File: src/inc/tli_pkg.sv
// Overview of operation
// - a secondary flag latches to one on its event and stays set
// - writing one to a secondary flag clears it, zero leaves it
// - reading a secondary flag register never alters any flag
// - each primary flag is the OR of its unmasked secondary flags
// - every secondary flag has its own mask toward its primary flag
// - primary status register is read-only, writes have no effect
// - alert output is low when any enabled primary flag is set
// - every primary flag has its own mask toward the alert output
// - type bit one gives open drain, zero gives push-pull drive
// - global alert mask set keeps the alert pin high or released
// - secondary flags latch whatever their own mask setting
// - primary flags follow secondaries whatever the alert masks
// - non-interrupt actions are carried out regardless of any mask
// - a primary flag falls only when its secondaries are cleared or masked
// - after reset every primary-to-alert mask bit is set
// - primary bits 15..11 power, thermal, gpio, on-pin, watchdog; 8 converter; 7 path
package tli_pkg;
  // ==========================================================
  // widths
  localparam int PADDR_W = 20;
  localparam int DATA_W = 32;
  localparam int REG_W = 16;
  localparam int IDX_W = PADDR_W - 2;
  localparam int NUM_PRI = 7;
  localparam int SEC_W = 4;
  // ==========================================================
  // register indices, byte address is four times the index
  localparam logic [IDX_W-1:0] IDX_PRI_STATUS = 18'h04010;
  localparam logic [IDX_W-1:0] IDX_ALERT_CFG = 18'h04017;
  localparam logic [IDX_W-1:0] IDX_PRI_MASK = 18'h04018;
  localparam logic [IDX_W-1:0] IDX_SEC_FLAG_BASE = 18'h04020;
  localparam logic [IDX_W-1:0] IDX_SEC_MASK_BASE = 18'h04028;
  // ==========================================================
  // field positions
  localparam int PRI_POS [NUM_PRI] = '{15, 14, 13, 12, 11, 8, 7};
  localparam int CFG_GMASK_BIT = 0;
  localparam int CFG_OD_BIT = 1;
  localparam int CFG_PIN_BIT = 2;
  // ==========================================================
  // reset values
  localparam logic [NUM_PRI-1:0] PRI_MASK_RST = 7'h7f;
  localparam logic [SEC_W-1:0] SEC_MASK_RST = 4'h0;
  localparam logic [SEC_W-1:0] SEC_FLAG_RST = 4'h0;
  localparam logic CFG_OD_RST = 1'h0;
  localparam logic CFG_GMASK_RST = 1'h0;
  localparam logic ALERT_OUT_RST = 1'h1;
  localparam logic ALERT_OEN_RST = 1'h0;
  localparam logic [DATA_W-1:0] RDATA_RST = 32'h00000000;
endpackage

File: src/hdl/tli_sec_group.sv
`timescale 1ns/1ns
`default_nettype none
module tli_sec_group
  import tli_pkg::*;
(
  // clock and reset
  input wire logic clk,
  input wire logic resetn,
  input wire logic ce,
  // event sources
  input wire logic [SEC_W-1:0] eventIn,
  // register access
  input wire logic clrWe,
  input wire logic [SEC_W-1:0] clrData,
  input wire logic maskWe,
  input wire logic [SEC_W-1:0] maskData,
  input wire logic [SEC_W-1:0] maskLane,
  // state out
  output logic [SEC_W-1:0] flags,
  output logic [SEC_W-1:0] mask,
  output logic primary
);
  typedef struct packed {
    logic [SEC_W-1:0] flags;
    logic [SEC_W-1:0] mask;
  } tli_sec_state_t;

  tli_sec_state_t st_q, st_d;

  // ==========================================================
  // next state
  always_comb begin
    st_d = st_q;
    if (ce) begin
      // event set wins over a clear in the same cycle
      if (clrWe) begin
        st_d.flags = st_q.flags & ~clrData;
      end
      st_d.flags = st_d.flags | eventIn;
      if (maskWe) begin
        st_d.mask = (st_q.mask & ~maskLane) | (maskData & maskLane);
      end
    end
  end

  // single clock, defaults on reset
  always_ff @(posedge clk or negedge resetn) begin
    if (!resetn) begin
      st_q <= '{flags: SEC_FLAG_RST, mask: SEC_MASK_RST};
    end else begin
      st_q <= st_d;
    end
  end

  assign flags = st_q.flags;
  assign mask = st_q.mask;
  // primary drops only when nothing unmasked is left
  assign primary = |(st_q.flags & ~st_q.mask);
endmodule // tli_sec_group
`default_nettype wire

File: src/hdl/tli_ctrl.sv
// The APB register port was decided locally.
`timescale 1ns/1ns
`default_nettype none
module tli_ctrl
  import tli_pkg::*;
(
  // clock and reset
  input wire logic clk,
  input wire logic resetn,
  input wire logic ce,
  // apb slave
  input wire logic psel,
  input wire logic penable,
  input wire logic pwrite,
  input wire logic [PADDR_W-1:0] paddr,
  input wire logic [DATA_W-1:0] pwdata,
  input wire logic [3:0] pstrb,
  output logic pready,
  output logic pslverr,
  output logic [DATA_W-1:0] prdata,
  // secondary events, one group per primary flag
  input wire logic [SEC_W-1:0] powerStateEvt,
  input wire logic [SEC_W-1:0] thermalEvt,
  input wire logic [SEC_W-1:0] gpioEvt,
  input wire logic [SEC_W-1:0] onPinEvt,
  input wire logic [SEC_W-1:0] watchdogEvt,
  input wire logic [SEC_W-1:0] auxConverterEvt,
  input wire logic [SEC_W-1:0] powerPathEvt,
  // non-interrupt action, such as a watchdog reset
  input wire logic actionReq,
  output logic actionOut,
  // alert pin, active low, oen low while driving
  input wire logic alertPinIn,
  output logic alertOut,
  output logic alertOen
);
  typedef struct packed {
    logic [NUM_PRI-1:0] priMask;
    logic openDrain;
    logic globalMask;
    logic alertOut;
    logic alertOen;
    logic [DATA_W-1:0] rdData;
    logic slvErr;
    logic actionOut;
  } tli_ctrl_state_t;

  tli_ctrl_state_t st_q, st_d;

  // ==========================================================
  // bus phases and address decode
  logic setupPh, accessPh, wrEn;
  logic [IDX_W-1:0] word;
  logic hitPri, hitCfg, hitPmask, hitAny;
  logic [NUM_PRI-1:0] hitSecF, hitSecM;
  logic [REG_W-1:0] laneMask;

  assign setupPh = psel && !penable;
  assign accessPh = psel && penable;
  // zero wait states, but a frozen clock also stalls the bus
  assign pready = accessPh && ce;
  assign wrEn = accessPh && ce && pwrite;
  assign word = paddr[PADDR_W-1:2];
  assign hitPri = (word == IDX_PRI_STATUS);
  assign hitCfg = (word == IDX_ALERT_CFG);
  assign hitPmask = (word == IDX_PRI_MASK);
  assign hitAny = hitPri || hitCfg || hitPmask || (|hitSecF) || (|hitSecM);
  // registers are 16 bits, only the two low lanes count
  assign laneMask = {{8{pstrb[1]}}, {8{pstrb[0]}}};

  // ==========================================================
  // secondary groups
  logic [SEC_W-1:0] evtArr [NUM_PRI];
  logic [SEC_W-1:0] secFlags [NUM_PRI];
  logic [SEC_W-1:0] secMask [NUM_PRI];
  logic [REG_W-1:0] secRd [NUM_PRI];
  logic [NUM_PRI-1:0] priFlags;

  assign evtArr[0] = powerStateEvt;
  assign evtArr[1] = thermalEvt;
  assign evtArr[2] = gpioEvt;
  assign evtArr[3] = onPinEvt;
  assign evtArr[4] = watchdogEvt;
  assign evtArr[5] = auxConverterEvt;
  assign evtArr[6] = powerPathEvt;

  for (genvar g = 0; g < NUM_PRI; g++) begin : gGroup
    logic clrWe, maskWe;
    assign hitSecF[g] = (word == IDX_W'(IDX_SEC_FLAG_BASE + IDX_W'(g)));
    assign hitSecM[g] = (word == IDX_W'(IDX_SEC_MASK_BASE + IDX_W'(g)));
    // only a write clears, a read leaves every flag alone
    assign clrWe = wrEn && hitSecF[g];
    assign maskWe = wrEn && hitSecM[g];
    // flags and masks read back in the low bits
    assign secRd[g] = hitSecF[g] ? REG_W'(secFlags[g]) :
                      hitSecM[g] ? REG_W'(secMask[g]) : 16'h0000;
    tli_sec_group uGroup (
      .clk(clk),
      .resetn(resetn),
      .ce(ce),
      .eventIn(evtArr[g]),
      .clrWe(clrWe),
      .clrData(pwdata[SEC_W-1:0] & laneMask[SEC_W-1:0]),
      .maskWe(maskWe),
      .maskData(pwdata[SEC_W-1:0]),
      .maskLane(laneMask[SEC_W-1:0]),
      .flags(secFlags[g]),
      .mask(secMask[g]),
      .primary(priFlags[g])
    );
  end

  // ==========================================================
  // primary status word, built from live flags so it is always valid
  logic [REG_W-1:0] priWord, pmaskWord, cfgWord, secWord;
  logic alertReq;

  always_comb begin
    priWord = 16'h0000;
    pmaskWord = 16'h0000;
    secWord = 16'h0000;
    for (int i = 0; i < NUM_PRI; i++) begin
      priWord[PRI_POS[i]] = priFlags[i];
      pmaskWord[PRI_POS[i]] = st_q.priMask[i];
      secWord = secWord | secRd[i];
    end
    cfgWord = 16'h0000;
    cfgWord[CFG_OD_BIT] = st_q.openDrain;
    cfgWord[CFG_GMASK_BIT] = st_q.globalMask;
    cfgWord[CFG_PIN_BIT] = alertPinIn;
  end

  // primary flags ignore their alert masks; the masks only gate here
  assign alertReq = (|(priFlags & ~st_q.priMask)) && !st_q.globalMask;

  // ==========================================================
  // next state
  always_comb begin
    st_d = st_q;
    if (ce) begin
      // read data and error are caught in setup so they come from flops
      if (setupPh) begin
        st_d.slvErr = !hitAny;
        st_d.rdData = RDATA_RST;
        if (!pwrite) begin
          st_d.rdData[REG_W-1:0] = (hitPri ? priWord : 16'h0000) |
                                   (hitCfg ? cfgWord : 16'h0000) |
                                   (hitPmask ? pmaskWord : 16'h0000) |
                                   secWord;
        end
      end
      // the status word has no write path at all
      if (wrEn && hitCfg) begin
        if (pstrb[0]) begin
          st_d.openDrain = pwdata[CFG_OD_BIT];
          st_d.globalMask = pwdata[CFG_GMASK_BIT];
        end
      end
      if (wrEn && hitPmask) begin
        for (int i = 0; i < NUM_PRI; i++) begin
          if (laneMask[PRI_POS[i]]) begin
            st_d.priMask[i] = pwdata[PRI_POS[i]];
          end
        end
      end
      // open drain releases instead of driving high
      if (st_q.openDrain) begin
        st_d.alertOut = 1'b0;
        st_d.alertOen = !alertReq;
      end else begin
        st_d.alertOut = !alertReq;
        st_d.alertOen = 1'b0;
      end
      // actions pass with no mask in the path
      st_d.actionOut = actionReq;
    end
  end

  // single clock, defaults on reset
  always_ff @(posedge clk or negedge resetn) begin
    if (!resetn) begin
      st_q.priMask <= PRI_MASK_RST;
      st_q.openDrain <= CFG_OD_RST;
      st_q.globalMask <= CFG_GMASK_RST;
      st_q.alertOut <= ALERT_OUT_RST;
      st_q.alertOen <= ALERT_OEN_RST;
      st_q.rdData <= RDATA_RST;
      st_q.slvErr <= 1'b0;
      st_q.actionOut <= 1'b0;
    end else begin
      st_q <= st_d;
    end
  end

  // ==========================================================
  // outputs
  assign prdata = st_q.rdData;
  assign pslverr = pready && st_q.slvErr;
  assign alertOut = st_q.alertOut;
  assign alertOen = st_q.alertOen;
  assign actionOut = st_q.actionOut;

  logic noEvt;
  assign noEvt = (powerStateEvt | thermalEvt | gpioEvt | onPinEvt |
                  watchdogEvt | auxConverterEvt | powerPathEvt) == 4'h0;
endmodule // tli_ctrl
`default_nettype wire

File: config.mk
export PLATFORM = sky130hd
export DESIGN_NAME = tli_ctrl
export DESIGN_NICKNAME = d
export VERILOG_FILES = /design/src/inc/tli_pkg.sv /design/src/hdl/tli_sec_group.sv /design/src/hdl/tli_ctrl.sv
export SDC_FILE = /design/constraint.sdc
export NUM_CORES = 1
export LEC_CHECK = 0
export BUFFER_PORTS_ARGS = -buffer_cell sky130_fd_sc_hd__buf_2
export CAP_MARGIN = 20
export CORE_MARGIN = 2
export CORE_UTILIZATION = 36
export CTS_CLUSTER_SIZE = 24
export DETAILED_ROUTE_END_ITERATION = 12
export HOLD_SLACK_MARGIN = 0.02
export PLACE_DENSITY = 0.66
export SLEW_MARGIN = 20
export SYNTH_ARGS = -nofsm -noshare
export SYNTH_HDL_FRONTEND = slang
export SYNTH_SLANG_ARGS = --single-unit
File: constraint.sdc
create_clock -name clk -period 2 [get_ports clk]
set_input_delay 0 -clock clk [delete_from_list [all_inputs] [get_ports clk]]
set_output_delay 0 -clock clk [all_outputs]
set_load 0.01 [all_outputs]
; ---- Word level (Yosys, flattened, before mapping)
; Index checks and enable logic that the tools add are counted.
[word_totals]
latch_bits = 0
elab_cells = 180
romBits = 0
in_bits = 92
memories = 0
ram_bits = 0
reg_bits = 85
output_inout_bits = 37
[classes]
shifts = 0
reduce_logical = 51
n_lt_le_gt_ge = 0
div = 0
add_sub_neg = 0
muxes = 33
bitwise_logic = 56
eq_ne = 17
multipliers = 0
[ops]
columns = op, count
row1 = $eq A18 B15 Y1 const B, 17
row2 = $mux W4, 28
row3 = $and A4 B4 Y4, 22
row4 = $or A4 B4 Y4, 20
row5 = $mux W16, 3
row6 = $not A4 Y4, 9
row7 = $reduce_or A4 Y1, 7
row8 = $logic_and A1 B1 Y1, 22
row9 = $reduce_or A7 Y1, 3
row10 = $or A16 B16 Y16, 1
row11 = $or A16 B3 Y16, 1
row12 = $or A16 B4 Y16, 1
row13 = $reduce_and A2 Y1, 8
row14 = $reduce_and A3 Y1, 3
row15 = $and A7 B7 Y7, 1
row16 = $not A7 Y7, 1
row17 = $logic_not A1 Y1, 4
row18 = $logic_or A1 B1 Y1, 4
row19 = $mux W3, 1
row20 = $mux W2, 1

; ---- Longest topological paths before layout
[logic_depth]
ltp_word = 11
ltp_mapped = 8
mapped_depth_nobuf = 5

; ---- Hierarchy
; A second synthesis with hierarchy kept.
[hier_totals]
hier_cells = 478
area_unflattened_um2 = 4902.2
[modules_own_cells]
columns = mod, n_inst, cells_each, area_per_inst_um2, seq_area_each_um2
row1 = tli_sec_group, 7, 30, 385.4, 200.2
row2 = tli_ctrl, 1, 268, 2204.6, 610.6

; ---- Worst setup path after synthesis
; OpenSTA, ideal clock, no wires.
[synth_path]
kind = input to register
startpoint = input paddr[15]
endpoint = register st_q, in the netlist cfgWord[0]
path_buffers = 1
required_time_ps = 1875
setup_time_ps = 125
arrival_time_ps = 1457
setup_slack_ps = 419
path_stages = 5
cell_sequence = nor4b_2 > buf_4 > nand4_1 > nor3_1 > mux2_2
[synth_between]
elab_chain_cells = 3
[synth_lines]
columns = item, line
row1 = "start, declared", tli_ctrl.sv:15  ; input wire logic [PADDR_W-1:0] paddr,
row2 = $eq A18 B15 Y1, tli_ctrl.sv:65  ; assign hitCfg = (word == IDX_ALERT_CFG);
row3 = $logic_and A1 B1 Y1, tli_ctrl.sv:153  ; if (wrEn && hitCfg) begin
row4 = $reduce_and A3 Y1 (no source line), --
row5 = "end signal, assigned", tli_ctrl.sv:191  ; st_q <= st_d;
row6 = "end, declared", tli_ctrl.sv:48  ; tli_ctrl_state_t st_q, st_d;
; Every way passes these cells.
; A chain may end at the register's enable or synchronous reset.

==> impl_metrics.csv <==
group,metric,value,unit
sta,hold_ws,52.48,ps
power_and_ir_drop,comb_power_share,10.2,%
worst_hold_path,hold_path.class,"primary input to flip-flop",
cts,cts_sinks,80,
critical_path,critPathArrivalTime,2140,ps
final_layout,stdcell_count,752,
grt,grt_start_max_net_pins,44,
placed_design,place_hpwl,10.55,mm
sta,finalMaxSlewViolations,0,
worst_hold_path,hold_path_depth,3,
sta,hold_viol_final,0,
cts,cts_tree,"yes",
route,via_per_inst,5.330,
cts,numCtsBuffers,9,
route,ant_nets,0,
run_status,status,"complete, no violations",
cts,cts_htree_levels,3,
yosys,ys.flop_type,"dfrtp_1",
sta,max_freq,519.9,MHz
grt,first_global_vias,3909,
sta,finalSetupTns,0,ps
route,avgRoutedWirePerCell,18.60,um
power_and_ir_drop,p_leak,0.002668,uW
yosys,synth_edf_count,0,
critical_path,worstPathRequired,2220,ps
yosys,avgSynthCellArea,10.17,um^2
yosys,synth_cell_types,51,
cts,ctsRootBufferMaster,"clkbuf_16",
placed_design,place.gp.congestion,0.9914,
critical_path,endpoint_kind,"flip-flop",
yosys,synth_top_area_cell,"dfrtp_1",
route,wl,13.99,mm
power_and_ir_drop,p_per_area,601.4,nW/um^2
floorplanning,core_area,12520,um^2
placed_design,dp_cells,701,
yosys,ys_seq_area_share,43.95,%
power_and_ir_drop,internal-power,2719,uW
cts,clk_path_buf_depth,2,
sta,setup_violations,0,
floorplanning,die_height,116.8,um
cts,cts-resized-gates,0,
power_and_ir_drop,seqPwrFrac,46.6,%
yosys,synth.area.top_cells,"dfrtp_1, mux2_2, buf_4",
sta,max_slew.worst_pin.slew,719.4,ps
sta,fin_skew,3.324,ps
grt,grtUsageTotal,21.69,%
yosys,syn_area,4578,um^2
final_layout,fillers,1179,
final_layout,n_antenna_cell,0,
job,maxCapViolations,0,
critical_path,path_depth,6,
yosys,ys_async_sr_fraction,100.0,%
critical_path,critPathMaxFanout,3,
route,drt-initial-drc-count,347,
power_and_ir_drop,power_switching,800.0,uW
sta,fin_crit_sh,96.18,%
sta,period_needed,1924,ps
final_layout,stdcell_area,5852,um^2
critical_path,crit_family,"compound AO/OA/AOI/OAI gates",
yosys,synth_seq_cells,80,
yosys,yosys_warnings,0,
power_and_ir_drop,p_sw_share,22.73,%
route,drc,0,
final_layout,fin_nets,669,
cts,cts_setup_buffers,0,
placed_design,placed_cell_area,5207,um^2
floorplanning,ios,129,
cts,path_clk_slew,60,ps
critical_path,r2r_cells,6,
power_and_ir_drop,vdd_ir_drop_max,535.8,uV
critical_path,slowest_delay,650,ps
floorplanning,start_util,36.58,%
critical_path,path_cells,"mux2i_1 > a2bb2oi_1 > o22ai_1 > a2111oi_0 > buf_4 > a21oi_1",
power_and_ir_drop,pwr-share-clk,43.2,%
yosys,synth_cells,450,
yosys,synth.most_common_cell,"dfrtp_1",
floorplanning,row_count,41,
floorplanning,die_w,116.8,um
yosys,synth_top_area_share,39.36,%
placed_design,port_buffers,82,
cts,insertion_delay,340,ps
cts,hold_buffers,37,
critical_path,cp.buffers_inverters,1,
final_layout,drive_gt1_share,30.52,%
yosys,synth_commonest_cells,"dfrtp_1, nand2_1, buf_4, mux2_2, a22o_1",
critical_path,crit_type,"flip-flop to flip-flop",
grt,grt_antenna_before_repair,0,
sta,rsz0062_at_grt,"false",
critical_path,critPathLaunchType,"flip-flop",
route,vias,4008,
floorplanning,die_area,13640,um^2
final_layout,area_delta_synth_final,27.82,%
critical_path,slowest_stage,"a2111oi_0",
route,firstDrtPassIters,5,
grt,gr-total-overflow,0,
grt,grt_pass1_wl,21.81,mm
sta,slew_headroom,50.80,%
metrics by stage:
step | total power [uW] | worst slack, ps | util (%)
2_1_floorplan | 1817 | 418.5 | -
3_3_place_gp | 1964 | 41.15 | 41.60
3_5_place_dp | 1971 | 72.61 | 41.60
4_1_cts | 3555 | 135.7 | 46.75
5_1_grt | 3682 | 90.90 | 46.75
6_report | 3519 | 76.46 | 46.75
path summary, 6_finish.rpt:
path | start | to | slack [ps]
worst min register to register | prdata[15]$_DFFE_PN0P_ | prdata[15]$_DFFE_PN0P_ | 480
worst max register to register | flip-flop | prdata[0]$_DFFE_PN0P_ | 80
worst max-delay path | flip-flop | prdata[0]$_DFFE_PN0P_ | 80
worst min-delay path | pwdata[1] | cfgWord[1]$_DFFE_PN0P_ | 50
min in group asynchronous | resetn | alertOen$_DFFE_PN0P_ | 190
max in group asynchronous | resetn | gGroup[2].uGroup.flags[3]$_DFFE_PN0P_ | 1180
metal layers:
metal	GRT usage [%]	vias to the layer above	part of all wire, %
met3	4.892	13	7.0
met2	34.14	182	45
li1	-	1852	-
met4	5.647	0	1.6
met5	0	-	0
met1	30.38	1961	46
power by group through the flow:
stage / Combinational (uW) / Sequential [uW] / Clock (uW)
4_1_cts: 358 / 1640 / 1560
6_report: 358 / 1640 / 1520
5_1_grt: 395 / 1640 / 1650
2_1_floorplan: 151 / 1670 / 0
3_3_place_gp: 296 / 1670 / 0
3_5_place_dp: 303 / 1670 / 0
worst reg2reg max path, delay by kind of cell (launching register included):
| kind | cells | cell delay, ps |
|---|---|---|
| flip-flops | 1 | 400 |
| AO/OA/AOI/OAI | 4 | 1030 |
| multiplexers | 1 | 140 |
| buffers and inverters | 1 | 220 |
kinds of logic after synthesis:
logic type / Yosys count / share of synthesized area [%]
AND/OR/NAND/NOR: 161 / 20.55
AO/OA/AOI/OAI: 96 / 15.80
flip-flops: 80 / 43.95
buffers and inverters: 66 / 8.253
multiplexers: 46 / 11.37
other: 1 / 0.08191
layout by cell type, fill, tap and decap left out, types with 4 or more instances in the layout:
cell type,n
conb_1,21
nor3_1,6
nand2_1,50
clkbuf_16,9
o22ai_1,8
a2bb2oi_1,5
buf_2,81
and3_1,4
o21ai_0,10
mux2i_1,7
a22o_1,29
nand3_1,19
dfrtp_1,72
a21oi_1,11
o2111ai_1,4
a22oi_1,9
nand2b_1,27
dlygate4sd3_1,37
mux2_1,6
mux2_2,32
buf_4,26
nor2_4,4
dfstp_2,8
nand4_1,9
nor2_1,18
inv_1,15
area by class of cell:
type / count / area, um^2 / area share (%)
inverter: 15 / 56.30 / 0.9622
clock buffer: 14 / 274.0 / 4.682
tap: 172 / 215.2 / 3.678
timing repair buffer: 147 / 1031 / 17.62
sequential: 80 / 2012 / 34.38
multi-input combinational: 324 / 2263 / 38.68
Note: power is estimated with default switching activity, not from simulation.
